File: src/rxfs_pkg.sv
// Constants for the receive framer status and counter register bank
package rxfs_pkg;

    // Register offsets on the byte-wide register port
    localparam logic [7:0] ADDR_OOS_HIGH = 8'h54;
    localparam logic [7:0] ADDR_OOS_LOW = 8'h55;
    localparam logic [7:0] ADDR_EBIT_HIGH = 8'h56;
    localparam logic [7:0] ADDR_EBIT_LOW = 8'h57;
    localparam logic [7:0] ADDR_MON_BYTE = 8'h60;
    localparam logic [7:0] ADDR_FW_REV = 8'h61;
    localparam logic [7:0] ADDR_LINK_STATUS = 8'h62;
    localparam logic [7:0] ADDR_BOC = 8'h63;
    localparam logic [7:0] ADDR_CAPTURE_ONE = 8'h64;
    localparam logic [7:0] ADDR_CAPTURE_TWO = 8'h65;
    localparam logic [7:0] ADDR_CAPTURE_THREE = 8'h66;
    localparam logic [7:0] ADDR_SI_ODD = 8'h67;
    localparam logic [7:0] ADDR_RX_MODE = 8'h80;
    localparam logic [7:0] ADDR_RX_CTRL = 8'h81;
    localparam logic [7:0] ADDR_MON_SELECT = 8'h82;

    // Field positions in the mode and control registers
    localparam int MODE_E1_BIT = 0;
    localparam int MODE_SOFT_RESET_BIT = 1;
    localparam int CTRL_CRC_ENABLE_BIT = 0;
    localparam int CTRL_D4_BIT = 1;

    // Values after reset, and counter saturation limits
    localparam logic [7:0] BYTE_RESET = 8'h00;
    localparam logic [15:0] COUNT_RESET = 16'h0000;
    localparam logic [5:0] MF_COUNT_RESET = 6'h00;
    localparam logic [15:0] COUNT_MAX = 16'hFFFF;
    localparam logic [5:0] MF_COUNT_MAX = 6'h3F;

    // Position counts for serial captures
    localparam logic [2:0] BYTE_LAST_BIT = 3'h7;

    // Multiframe search period and its length in clock cycles
    localparam int CLK_PERIOD_NS = 8;
    localparam int MF_SEARCH_TIME_NS = 8000000;
    localparam int MF_SEARCH_CYCLES = MF_SEARCH_TIME_NS / CLK_PERIOD_NS;
    localparam int MF_TIMER_W = 20;

    // Receiver state, cleared by device reset and by the receiver soft reset
    typedef struct packed {
        logic [15:0] oos_cnt;
        logic [15:0] ebit_cnt;
        logic [7:0] mon_shift;
        logic [2:0] mon_pos;
        logic [7:0] mon_byte;
        logic [7:0] dl_shift;
        logic [2:0] dl_pos;
        logic [5:0] fs_shift;
        logic [7:0] dl_byte;
        logic [5:0] boc;
        logic [5:0] mf_cnt;
        logic [MF_TIMER_W-1:0] mf_timer;
        logic [10:0] slc_c;
        logic [2:0] slc_m;
        logic [1:0] slc_a;
        logic [3:0] slc_s;
        logic slc_seen;
        logic [7:0] align_byte;
        logic [7:0] nonalign_byte;
        logic [7:0] si_even;
        logic [7:0] si_odd;
    } rxfs_rx_t;

    // Whole module state
    typedef struct packed {
        rxfs_rx_t rx;
        logic e1_mode;
        logic soft_reset;
        logic crc_enable;
        logic d4_framing;
        logic [4:0] mon_select;
        logic [7:0] rdata;
    } rxfs_state_t;

endpackage

File: src/rxfs_regs.sv
// Receive framer status, counter and capture register bank
//
// Operation
// - 16-bit out-of-sync count, high and low bytes
// - E1-only 16-bit E-bit count at 0x56/0x57
// - Monitor byte, first bit in bit 7
// - Read-only firmware revision at 0x61
// - 0x62 muxed by line mode
// - T1 data link byte, first bit in bit 0
// - D4 Fs bits 0..5, multiframe boundary update
// - Last valid six-bit code, upper bits zero
// - E1 status byte is live, not latched
// - Search counter increments per 8 ms timeout
// - Search counter cleared on multiframe sync
// - Search counter cleared when mode disabled
// - Six-bit search counter saturates
// - Status shows counter bits 5..2 and 0
// - Bits 2..0 show active search levels
// - T1 SLC-96 fields at 0x64..0x66
// - E1 align frame byte at 0x64
// - E1 non-align frame byte at 0x65
// - Even frame Si bits at 0x66
// - Odd frame Si bits at 0x67
// - Soft reset bit holds receiver in reset
`timescale 1ns/1ps
`default_nettype none

module rxfs_regs
    import rxfs_pkg::*;
#(
    parameter int MF_SEARCH_LEN = MF_SEARCH_CYCLES,
    parameter logic [7:0] FW_REVISION = 8'h01 // Arbitrary value
) (
    input wire logic clk,
    input wire logic rst_n,
    input wire logic [7:0] reg_addr,
    input wire logic [7:0] reg_wdata,
    input wire logic reg_wr,
    input wire logic reg_rd,
    output logic [7:0] reg_rdata,
    input wire logic out_of_sync_event,
    input wire logic ebit_event,
    input wire logic chan_bit_valid,
    input wire logic chan_bit_first,
    input wire logic [4:0] chan_num,
    input wire logic chan_bit,
    input wire logic link_bit_valid,
    input wire logic link_bit_first,
    input wire logic link_bit,
    input wire logic link_mf_boundary,
    input wire logic boc_valid,
    input wire logic [5:0] boc_code,
    input wire logic crc_mf_search_active,
    input wire logic signaling_mf_search_active,
    input wire logic frame_search_active,
    input wire logic crc_mf_sync,
    input wire logic slc_valid,
    input wire logic [10:0] slc_c_bits,
    input wire logic [2:0] slc_m_bits,
    input wire logic [1:0] slc_a_bits,
    input wire logic [3:0] slc_s_bits,
    input wire logic ts0_valid,
    input wire logic [3:0] ts0_frame,
    input wire logic [7:0] ts0_byte,
    output logic e1_mode,
    output logic crc_mode_enable,
    output logic receiver_soft_reset
);

    localparam logic [MF_TIMER_W-1:0] MF_LAST = MF_TIMER_W'(MF_SEARCH_LEN - 1);

    rxfs_state_t s_q;
    rxfs_state_t s_d;
    logic [7:0] live_status;
    logic [2:0] mon_idx;
    logic [2:0] dl_idx;
    logic timer_run;
    logic mf_clr_wr;

    // Live E1 status byte, sampled only when a read is taken
    assign live_status = {s_q.rx.mf_cnt[5:2], s_q.rx.mf_cnt[0], crc_mf_search_active,
                          signaling_mf_search_active, frame_search_active};

    assign mon_idx = chan_bit_first ? 3'h0 : s_q.rx.mon_pos;
    assign dl_idx = link_bit_first ? 3'h0 : s_q.rx.dl_pos;
    assign timer_run = s_q.e1_mode && s_q.crc_enable && crc_mf_search_active;
    assign mf_clr_wr = reg_wr && reg_addr == ADDR_RX_CTRL && !reg_wdata[CTRL_CRC_ENABLE_BIT];

    // Next state of the whole bank
    always_comb begin
        s_d = s_q;

        // Frame loss count; saturates so a long outage never reads as few
        if (out_of_sync_event && s_q.rx.oos_cnt != COUNT_MAX) begin
            s_d.rx.oos_cnt = s_q.rx.oos_cnt + 16'h0001;
        end

        // E-bit errors only count on an E1 line
        if (ebit_event && s_q.e1_mode && s_q.rx.ebit_cnt != COUNT_MAX) begin
            s_d.rx.ebit_cnt = s_q.rx.ebit_cnt + 16'h0001;
        end

        // Channel monitor shifts left so the first bit lands in bit 7
        if (chan_bit_valid && chan_num == s_q.mon_select) begin
            s_d.rx.mon_shift = {s_q.rx.mon_shift[6:0], chan_bit};
            s_d.rx.mon_pos = mon_idx + 3'h1;
            if (mon_idx == BYTE_LAST_BIT) begin
                s_d.rx.mon_byte = {s_q.rx.mon_shift[6:0], chan_bit};
            end
        end

        // Data link shifts right so the first bit lands in bit 0
        if (link_bit_valid && !s_q.e1_mode) begin
            s_d.rx.dl_shift = {link_bit, s_q.rx.dl_shift[7:1]};
            s_d.rx.fs_shift = {link_bit, s_q.rx.fs_shift[5:1]};
            s_d.rx.dl_pos = dl_idx + 3'h1;
            if (!s_q.d4_framing && dl_idx == BYTE_LAST_BIT) begin
                s_d.rx.dl_byte = {link_bit, s_q.rx.dl_shift[7:1]};
            end
        end

        // D4 Fs bits only publish at a multiframe edge
        if (link_mf_boundary && s_q.d4_framing && !s_q.e1_mode) begin
            s_d.rx.dl_byte = {2'b00, s_q.rx.fs_shift};
        end

        // Hold the last valid code until a new one arrives
        if (boc_valid && !s_q.e1_mode) begin
            s_d.rx.boc = boc_code;
        end

        // Search period timer; restarts at each expiry
        if (timer_run) begin
            if (s_q.rx.mf_timer == MF_LAST) begin
                s_d.rx.mf_timer = '0;
                if (s_q.rx.mf_cnt != MF_COUNT_MAX) begin
                    s_d.rx.mf_cnt = s_q.rx.mf_cnt + 6'h01;
                end
            end else begin
                s_d.rx.mf_timer = s_q.rx.mf_timer + MF_TIMER_W'(1);
            end
        end else begin
            s_d.rx.mf_timer = '0;
        end

        // Sync or a disable write wins over a same-cycle timeout
        if (crc_mf_sync) begin
            s_d.rx.mf_cnt = MF_COUNT_RESET;
        end
        if (mf_clr_wr) begin
            s_d.rx.mf_cnt = MF_COUNT_RESET;
        end

        // SLC-96 data link fields
        if (slc_valid && !s_q.e1_mode) begin
            s_d.rx.slc_c = slc_c_bits;
            s_d.rx.slc_m = slc_m_bits;
            s_d.rx.slc_a = slc_a_bits;
            s_d.rx.slc_s = slc_s_bits;
            s_d.rx.slc_seen = 1'b1;
        end

        // Timeslot 0 captures; even frames carry alignment
        if (ts0_valid && s_q.e1_mode) begin
            if (!ts0_frame[0]) begin
                s_d.rx.align_byte = ts0_byte;
                s_d.rx.si_even[ts0_frame[3:1]] = ts0_byte[7];
            end else begin
                s_d.rx.nonalign_byte = ts0_byte;
                s_d.rx.si_odd[ts0_frame[3:1]] = ts0_byte[7];
            end
        end

        // Software writes; read-only offsets fall through untouched
        if (reg_wr) begin
            if (reg_addr == ADDR_RX_MODE) begin
                s_d.e1_mode = reg_wdata[MODE_E1_BIT];
                s_d.soft_reset = reg_wdata[MODE_SOFT_RESET_BIT];
            end else if (reg_addr == ADDR_RX_CTRL) begin
                s_d.crc_enable = reg_wdata[CTRL_CRC_ENABLE_BIT];
                s_d.d4_framing = reg_wdata[CTRL_D4_BIT];
            end else if (reg_addr == ADDR_MON_SELECT) begin
                s_d.mon_select = reg_wdata[4:0];
            end
        end

        // Receiver held cleared while soft reset stays high
        if (s_q.soft_reset) begin
            s_d.rx = '0;
        end

        // Read data lives only in the cycle after the read strobe
        s_d.rdata = BYTE_RESET;
        if (reg_rd) begin
            if (reg_addr == ADDR_OOS_HIGH) begin
                s_d.rdata = s_q.rx.oos_cnt[15:8];
            end else if (reg_addr == ADDR_OOS_LOW) begin
                s_d.rdata = s_q.rx.oos_cnt[7:0];
            end else if (reg_addr == ADDR_EBIT_HIGH) begin
                s_d.rdata = s_q.rx.ebit_cnt[15:8];
            end else if (reg_addr == ADDR_EBIT_LOW) begin
                s_d.rdata = s_q.rx.ebit_cnt[7:0];
            end else if (reg_addr == ADDR_MON_BYTE) begin
                s_d.rdata = s_q.rx.mon_byte;
            end else if (reg_addr == ADDR_FW_REV) begin
                s_d.rdata = FW_REVISION;
            end else if (reg_addr == ADDR_LINK_STATUS) begin
                s_d.rdata = s_q.e1_mode ? live_status : s_q.rx.dl_byte;
            end else if (reg_addr == ADDR_BOC) begin
                s_d.rdata = {2'b00, s_q.rx.boc};
            end else if (reg_addr == ADDR_CAPTURE_ONE) begin
                s_d.rdata = s_q.e1_mode ? s_q.rx.align_byte : s_q.rx.slc_c[7:0];
            end else if (reg_addr == ADDR_CAPTURE_TWO) begin
                // Spoiler bits stay zero until the first link frame lands
                s_d.rdata = s_q.e1_mode ? s_q.rx.nonalign_byte
                          : {s_q.rx.slc_m[1:0], 1'b0, s_q.rx.slc_seen, 1'b0,
                             s_q.rx.slc_c[10:8]};
            end else if (reg_addr == ADDR_CAPTURE_THREE) begin
                s_d.rdata = s_q.e1_mode ? s_q.rx.si_even
                          : {s_q.rx.slc_seen, s_q.rx.slc_s, s_q.rx.slc_a,
                             s_q.rx.slc_m[2]};
            end else if (reg_addr == ADDR_SI_ODD) begin
                s_d.rdata = s_q.e1_mode ? s_q.rx.si_odd : BYTE_RESET;
            end else if (reg_addr == ADDR_RX_MODE) begin
                s_d.rdata = {6'h00, s_q.soft_reset, s_q.e1_mode};
            end else if (reg_addr == ADDR_RX_CTRL) begin
                s_d.rdata = {6'h00, s_q.d4_framing, s_q.crc_enable};
            end else if (reg_addr == ADDR_MON_SELECT) begin
                s_d.rdata = {3'h0, s_q.mon_select};
            end
        end
    end

    // State register; everything starts at zero
    always_ff @(posedge clk or negedge rst_n) begin
        if (!rst_n) begin
            s_q <= '0;
        end else begin
            s_q <= s_d;
        end
    end

    assign reg_rdata = s_q.rdata;
    assign e1_mode = s_q.e1_mode;
    assign crc_mode_enable = s_q.crc_enable;
    assign receiver_soft_reset = s_q.soft_reset;
endmodule

`default_nettype wire
File: config.mk
export PLATFORM = sky130hd
export DESIGN_NAME = rxfs_regs
export DESIGN_NICKNAME = d
export VERILOG_FILES = /design/src/rxfs_pkg.sv /design/src/rxfs_regs.sv
export SDC_FILE = /design/constraint.sdc
export NUM_CORES = 1
export LEC_CHECK = 0
export BUFFER_PORTS_ARGS = -buffer_cell sky130_fd_sc_hd__buf_2
export CAP_MARGIN = 30
export CORE_MARGIN = 2
export CORE_UTILIZATION = 30
export CTS_CLUSTER_DIAMETER = 50
export DETAILED_ROUTE_END_ITERATION = 16
export PLACE_DENSITY = 0.59
export SETUP_SLACK_MARGIN = 0.02
export SLEW_MARGIN = 10
export SYNTH_ARGS = -nofsm -noshare
export SYNTH_HDL_FRONTEND = slang
export SYNTH_SLANG_ARGS = --single-unit
export TNS_END_PERCENT = 30
File: constraint.sdc
create_clock -name clk -period 2.2 [get_ports clk]
set_clock_uncertainty 0.15 [all_clocks]
set_input_delay 0.22 -clock clk [delete_from_list [all_inputs] [get_ports clk]]
set_output_delay 0.22 -clock clk [all_outputs]
set_load 0.1 [all_outputs]
==> flow_summary.toml, run 1 <==
[synth]
synth.net_count = 1002
synth-main-ff-cell = "dfrtp_1"
synthCells = 915
synth_top_area_share_pct = 47.51
postSynthAreaPerCell_um2 = 9.785
yosysMostFrequentCell = "dfrtp_1"
seq_area_frac_synth_pct = 47.51
synth_common_cells = "dfrtp_1, nand2_1, nor2_1"
ys_warn_count = 0
synth_cell_type_count = 66
async_flop_share_pct = 100.0
synth_area_leaders = "dfrtp_1, mux2i_1, nand2_1"
synth_edf_count = 0
ys_seq_elements = 170
syn_area_um2 = 8954
yosys.area.top_type = "dfrtp_1"

[floorplan]
die-height_um = 176.8
fp.dieArea_um2 = 31240
row_count = 63
start_util_pct = 30.37
core_area_um2 = 29480
chipWidth_um = 176.8
num_io_pins = 90

[sta]
rsz0062_at_grt = "true"
slew-limit-headroom_pct = 64.62
final_max_slew_viol_count = 0
period_share_pct = 96.35
worstMarginPinSlew_ps = 517.4
period_minus_slack_ps = 2120
finalSetupViolCount = 0
hold_violations = 0
fmax_mhz = 471.8
hold_slack_ps = 21.92

[cells_and_area]
syn_to_final_growth_pct = 25.11
regArea_um2 = 4263
final_util_pct = 38.00
final_nets = 1153
fill_cells = 2988
fin_area_um2 = 11200
multi_input_comb_area_um2 = 4365
drive_gt1_share_pct = 21.59
stdcell_count = 1470

[worst_setup_path]
cp_max_fo = 10
start_kind = "flop"
cp_cell_sequence = "buf_4, nor2_1, a221o_1, a222oi_1, o211ai_1, a32o_1"
critPathKind = "reg -> reg"
end_kind = "flop"
crit_arrival_ps = 2290
required_ps = 2370
crit_slowest_cell = "dfrtp_4"
cp_slowest_stage_delay_ps = 510

[run]
maxCapViolations = 0

[status]
outcome = "completed"

[cts]
path_clk_slew_ps = 70
cts_buffers = 17
htreeDepth = 4
clockBufferDepth = 2
cts_tree = "done"
cts-root-buf = "clkbuf_16"
worst_skew_pair.late_latency_ps = 440
clock-sinks = 170

[global_routing]
grtUsageTotal_pct = 15.98
gr-total-overflow = 0
grt_max_degree = 76
antenna_found_initial = 1
grt_pass1_vias = 7257
grt_pass1_wl_mm = 39.36

[placed_design]
dp.final_hpwl_mm = 17.67
port-buffer-count = 86
place_area_um2 = 10100
routabilityCongestion = 0.8541
dpl.cell_count = 1391

[detailed_routing]
drt_iter0_drc = 512
wl_per_cell_um = 16.43
vias_per_cell = 5.022
via_count = 7383
final_antenna_net_count = 0
wl_mm = 24.15
drc = 0
drtPass1Iterations = 5

[power_and_ir_drop]
ir_drop_mv = 0.4659
pwr_density_cell_nw_per_um2 = 700.5
power_uw = 7847
p_leak_uw = 0.004911

[hold_path]
hold_class = "in -> reg"
## critical path, delay by kind of cell, from the launching register on
| kind | cells | cell delay, ps |
|---|---|---|
| buffers and inverters | 1 | 190 |
| AO/OA/AOI/OAI | 4 | 1070 |
| flip-flops | 1 | 510 |
| AND/OR/NAND/NOR | 1 | 80 |
## kinds of logic (layout without fill, tap and decap cells)
family          Yosys count  in the layout  share of synthesized area (%)
flops                   170            170                          47.51
xor+xnor                 53             53                          5.185
compound gates          160            160                          11.96
fa+ha+maj                 8              8                          1.118
simple gates            371            371                          19.45
mux                      86             86                          10.63
other cells               0              1                              0
buf+inv                  67            231                          4.136
## layer usage
layer,GRT usage (%),vias up,routed length (µm)
met4,4.236,0,335
met3,3.265,24,1162
met1,22.98,3633,11740
met2,24.41,180,10910
li1,-,3546,-
met5,0,-,0
## placed cells by master (no fill, tap or decap), types with 34 or more instances in the layout
cell type	Yosys	final
buf_4	12	56
mux2i_1	58	58
nand3_1	43	43
dfrtp_1	170	167
a21oi_1	58	58
xor2_1	34	34
nand2_1	118	118
buf_2	5	84
nor2_1	116	116
dlygate4sd3_1	0	42
## state kept, by name, summed over array words and instances, names as in the netlist
register	count
crc_mode_enable	1
e1_mode	1
live_status	5
receiver_soft_reset	1
reg_rdata	8
s_q	154
## final timing paths
check	end	from	depth (start not counted)	slack (ps)
setup / recovery	reg_rdata[1]	e1_mode	6	80
hold reg to reg	s_q[70]	s_q[70]	1	320
max in group asynchronous	s_q[159]	rst_n	3	1170
setup reg to reg	reg_rdata[1]	e1_mode	6	80
hold / removal	s_q[109]	link_mf_boundary	3	20
min in group asynchronous	s_q[56]	rst_n	2	120
## metrics by stage
stage,TNS (ps),setup slack [ps]
finish,0,80.33
global placement,0,16.66
detailed placement,0,14.77
floorplan,0,31.71
CTS,0,27.56
global route,-65.36,-30.84
## report_power, final
part,internal (µW),switching [µW],total (µW)
registers,3380,243,3620
clock network,1650,1470,3120
logic,506,605,1110
## what timing repair did
item | 4_1_cts | 5_1_grt
endpoints found under the setup margin | 1 | 20
pin swaps | 0 | 1
setup buffers | 0 | 4
resized for setup | 1 | 7
endpoints found under the hold margin | 229 | 0
hold buffers | 42 | 0
## layout make-up
type                       count  share of cell area [%]
multi-input combinational    678                   38.97
sequential                   170                   38.05
timing repair buffer         191                   12.79
tap                          390                   4.356
clock buffer                  17                   3.798
clock inverter                15                   1.742
inverter                       8                  0.2681
antenna                        1                 0.02234
No activity file was read; power rests on OpenSTA's default activity.
==> run 2: changes to the inputs <==
--- a/config.mk
+++ b/config.mk
@@ -7,11 +7,14 @@
 export LEC_CHECK = 0
 export BUFFER_PORTS_ARGS = -buffer_cell sky130_fd_sc_hd__buf_2
 export CAP_MARGIN = 30
+export CELL_PAD_IN_SITES_DETAIL_PLACEMENT = 0
+export CELL_PAD_IN_SITES_GLOBAL_PLACEMENT = 2
 export CORE_MARGIN = 2
 export CORE_UTILIZATION = 30
 export CTS_CLUSTER_DIAMETER = 50
 export DETAILED_ROUTE_END_ITERATION = 16
-export PLACE_DENSITY = 0.59
+export PLACE_DENSITY = 0.72
+export RECOVER_POWER = 100
 export SETUP_SLACK_MARGIN = 0.02
 export SLEW_MARGIN = 10
 export SYNTH_ARGS = -nofsm -noshare
==> flow_summary.toml, run 2 (synthesized netlist as in run 1, its figures left out) <==
[status]
outcome = "completed"

[detailed_routing]
final_antenna_net_count = 0
drc = 0
drt_iter0_drc = 451
wl_per_cell_um = 17.63
wl_mm = 25.80
drtPass1Iterations = 5
vias_per_cell = 5.000
via_count = 7315

[worst_setup_path]
cpLargestDelayFamily = "flip-flops"
reg2reg_to = "reg_rdata[1]"
start_kind = "flop"
crit_arrival_ps = 2330
critPathKind = "reg -> reg"
end_kind = "flop"
r2r.worst_path.cells = 6
cp_cell_sequence = "buf_4, mux4_2, or3_1, o31ai_1, o211ai_1, a32o_1"
cp_slowest_stage_delay_ps = 520
r2r_start = "e1_mode"
r2r_setup_slack_ps = 40
worstPathBufferInverterCount = 1
required_ps = 2370
cp_max_fo = 6
crit_slowest_cell = "dfrtp_4"

[cells_and_area]
largest_reg_flops = 154
final_cell_mix = "dfrtp_1, nand2_1, nor2_1"
final_nets = 1147
stdcell_count = 1463
syn_to_final_growth_pct = 23.35
top_register = "s_q"
drive_gt1_share_pct = 20.69
layout_commonest_cell = "dfrtp_1"
diodes = 0
fin_area_um2 = 11040
final_util_pct = 37.46

[cts]
htreeDepth = 4
cts_tree = "done"
cts-root-buf = "clkbuf_16"
clockBufferDepth = 2
cts_buffers = 17
worst_skew_pair.late_latency_ps = 430
path_clk_slew_ps = 70
clock-sinks = 170

[hold_path]
worstHoldStart = "slc_valid"
hold_class = "in -> reg"
min_to = "s_q[49]"
hold_depth = 4

[power_and_ir_drop]
pwr_density_cell_nw_per_um2 = 684.4
ir_drop_mv = 0.4635
p_leak_uw = 0.004825

[sta]
rsz0062_at_grt = "true"
hold_violations = 0
final_max_slew_viol_count = 0
worstMarginPinSlew_ps = 963.2
period_share_pct = 98.00
period_minus_slack_ps = 2156
finalSetupViolCount = 0
slew-limit-headroom_pct = 35.79
hold_slack_ps = 32.79
fmax_mhz = 463.8

[floorplan]
row_count = 63
die-height_um = 176.8
core_area_um2 = 29480
num_io_pins = 90
fp.dieArea_um2 = 31240
start_util_pct = 30.37
chipWidth_um = 176.8

[placed_design]
dpl.cell_count = 1386
place_area_um2 = 10030
routabilityCongestion = 0.8082
port-buffer-count = 86
dp.final_hpwl_mm = 18.78

[global_routing]
gr-usage-met1_pct = 25.29
antenna_found_initial = 0
grt_max_degree = 76
grtUsageTotal_pct = 17.25
gr-total-overflow = 0
grt_pass1_vias = 7306
use_met2_pct = 25.26
grtUsageMet3_pct = 3.651
grt_pass1_wl_mm = 41.47
busiest_layer = "met1"

[run]
maxCapViolations = 0
run 2: changes by cell type in the layout (fill, tap and decap cells not counted), moves of 2 or more:
cell	change
buf_12	-3
buf_4	-9
clkbuf_1	+5
clkbuf_8	+2
clkinv_2	+2
clkinv_8	-4
clkinvlp_4	+5
inv_8	-5
run 2: stage by stage:
stage	total power, µW	TNS [ps]	setup slack, ps
after global routing	7933	-102.2	-33.36
after CTS	7642	0	36.02
after global placement	4739	-54.59	-54.59
final	7559	0	43.99
after detailed placement	4753	-38.34	-24.65
after floorplan	4245	0	31.71
run 2: where the power goes:
group	switching, µW	internal (µW)	total, µW
Clock	1290	1510	2800
Sequential	216	3380	3600
Combinational	652	511	1160
Total	2160	5400	7560
run 2: routing by layer:
layer  share of wire, %  up-vias
li1                   -     3533
met1                 50     3597
met2                 43      154
met3                4.6       31
met4                2.0        0
met5                  0        -
run 2: tightest hold or removal path, stage by stage:
cell and delay [ps]:
buf_2 100, nor2b_1 140, nor2_1 80, nor2_1 40
run 2: how the worst max path moves through the flow:
stage	to	cells past startpoint	slack, ps	startpoint
2_1_floorplan	reg_rdata[1]	6	30	e1_mode
3_3_place_gp	reg_rdata[0]	5	-50	e1_mode
3_5_place_dp	reg_rdata[0]	5	-20	e1_mode
4_1_cts	reg_rdata[1]	6	40	e1_mode
5_1_grt	s_q[25]	7	-30	e1_mode
6_report	reg_rdata[1]	6	40	e1_mode
run 2: area by class of cell:
type,count,area (µm²)
clock buffers,23,467.9
clock inverters,9,66.31
fillers,3050,18440
inverters,8,33.78
multi-input cells,678,4378
flip-flops and latches,170,4263
well taps,390,488.0
repair buffers,185,1348
run 2: timing repair:
item | CTS | global route
pin swaps | 1 | 2
gates resized for setup | 2 | 9
hold buffers | 43 | 0
endpoints found under the hold margin | 220 | 0
buffers inserted | 1 | 1
setup endpoints to repair | 2 | 36
cloned | 0 | 0
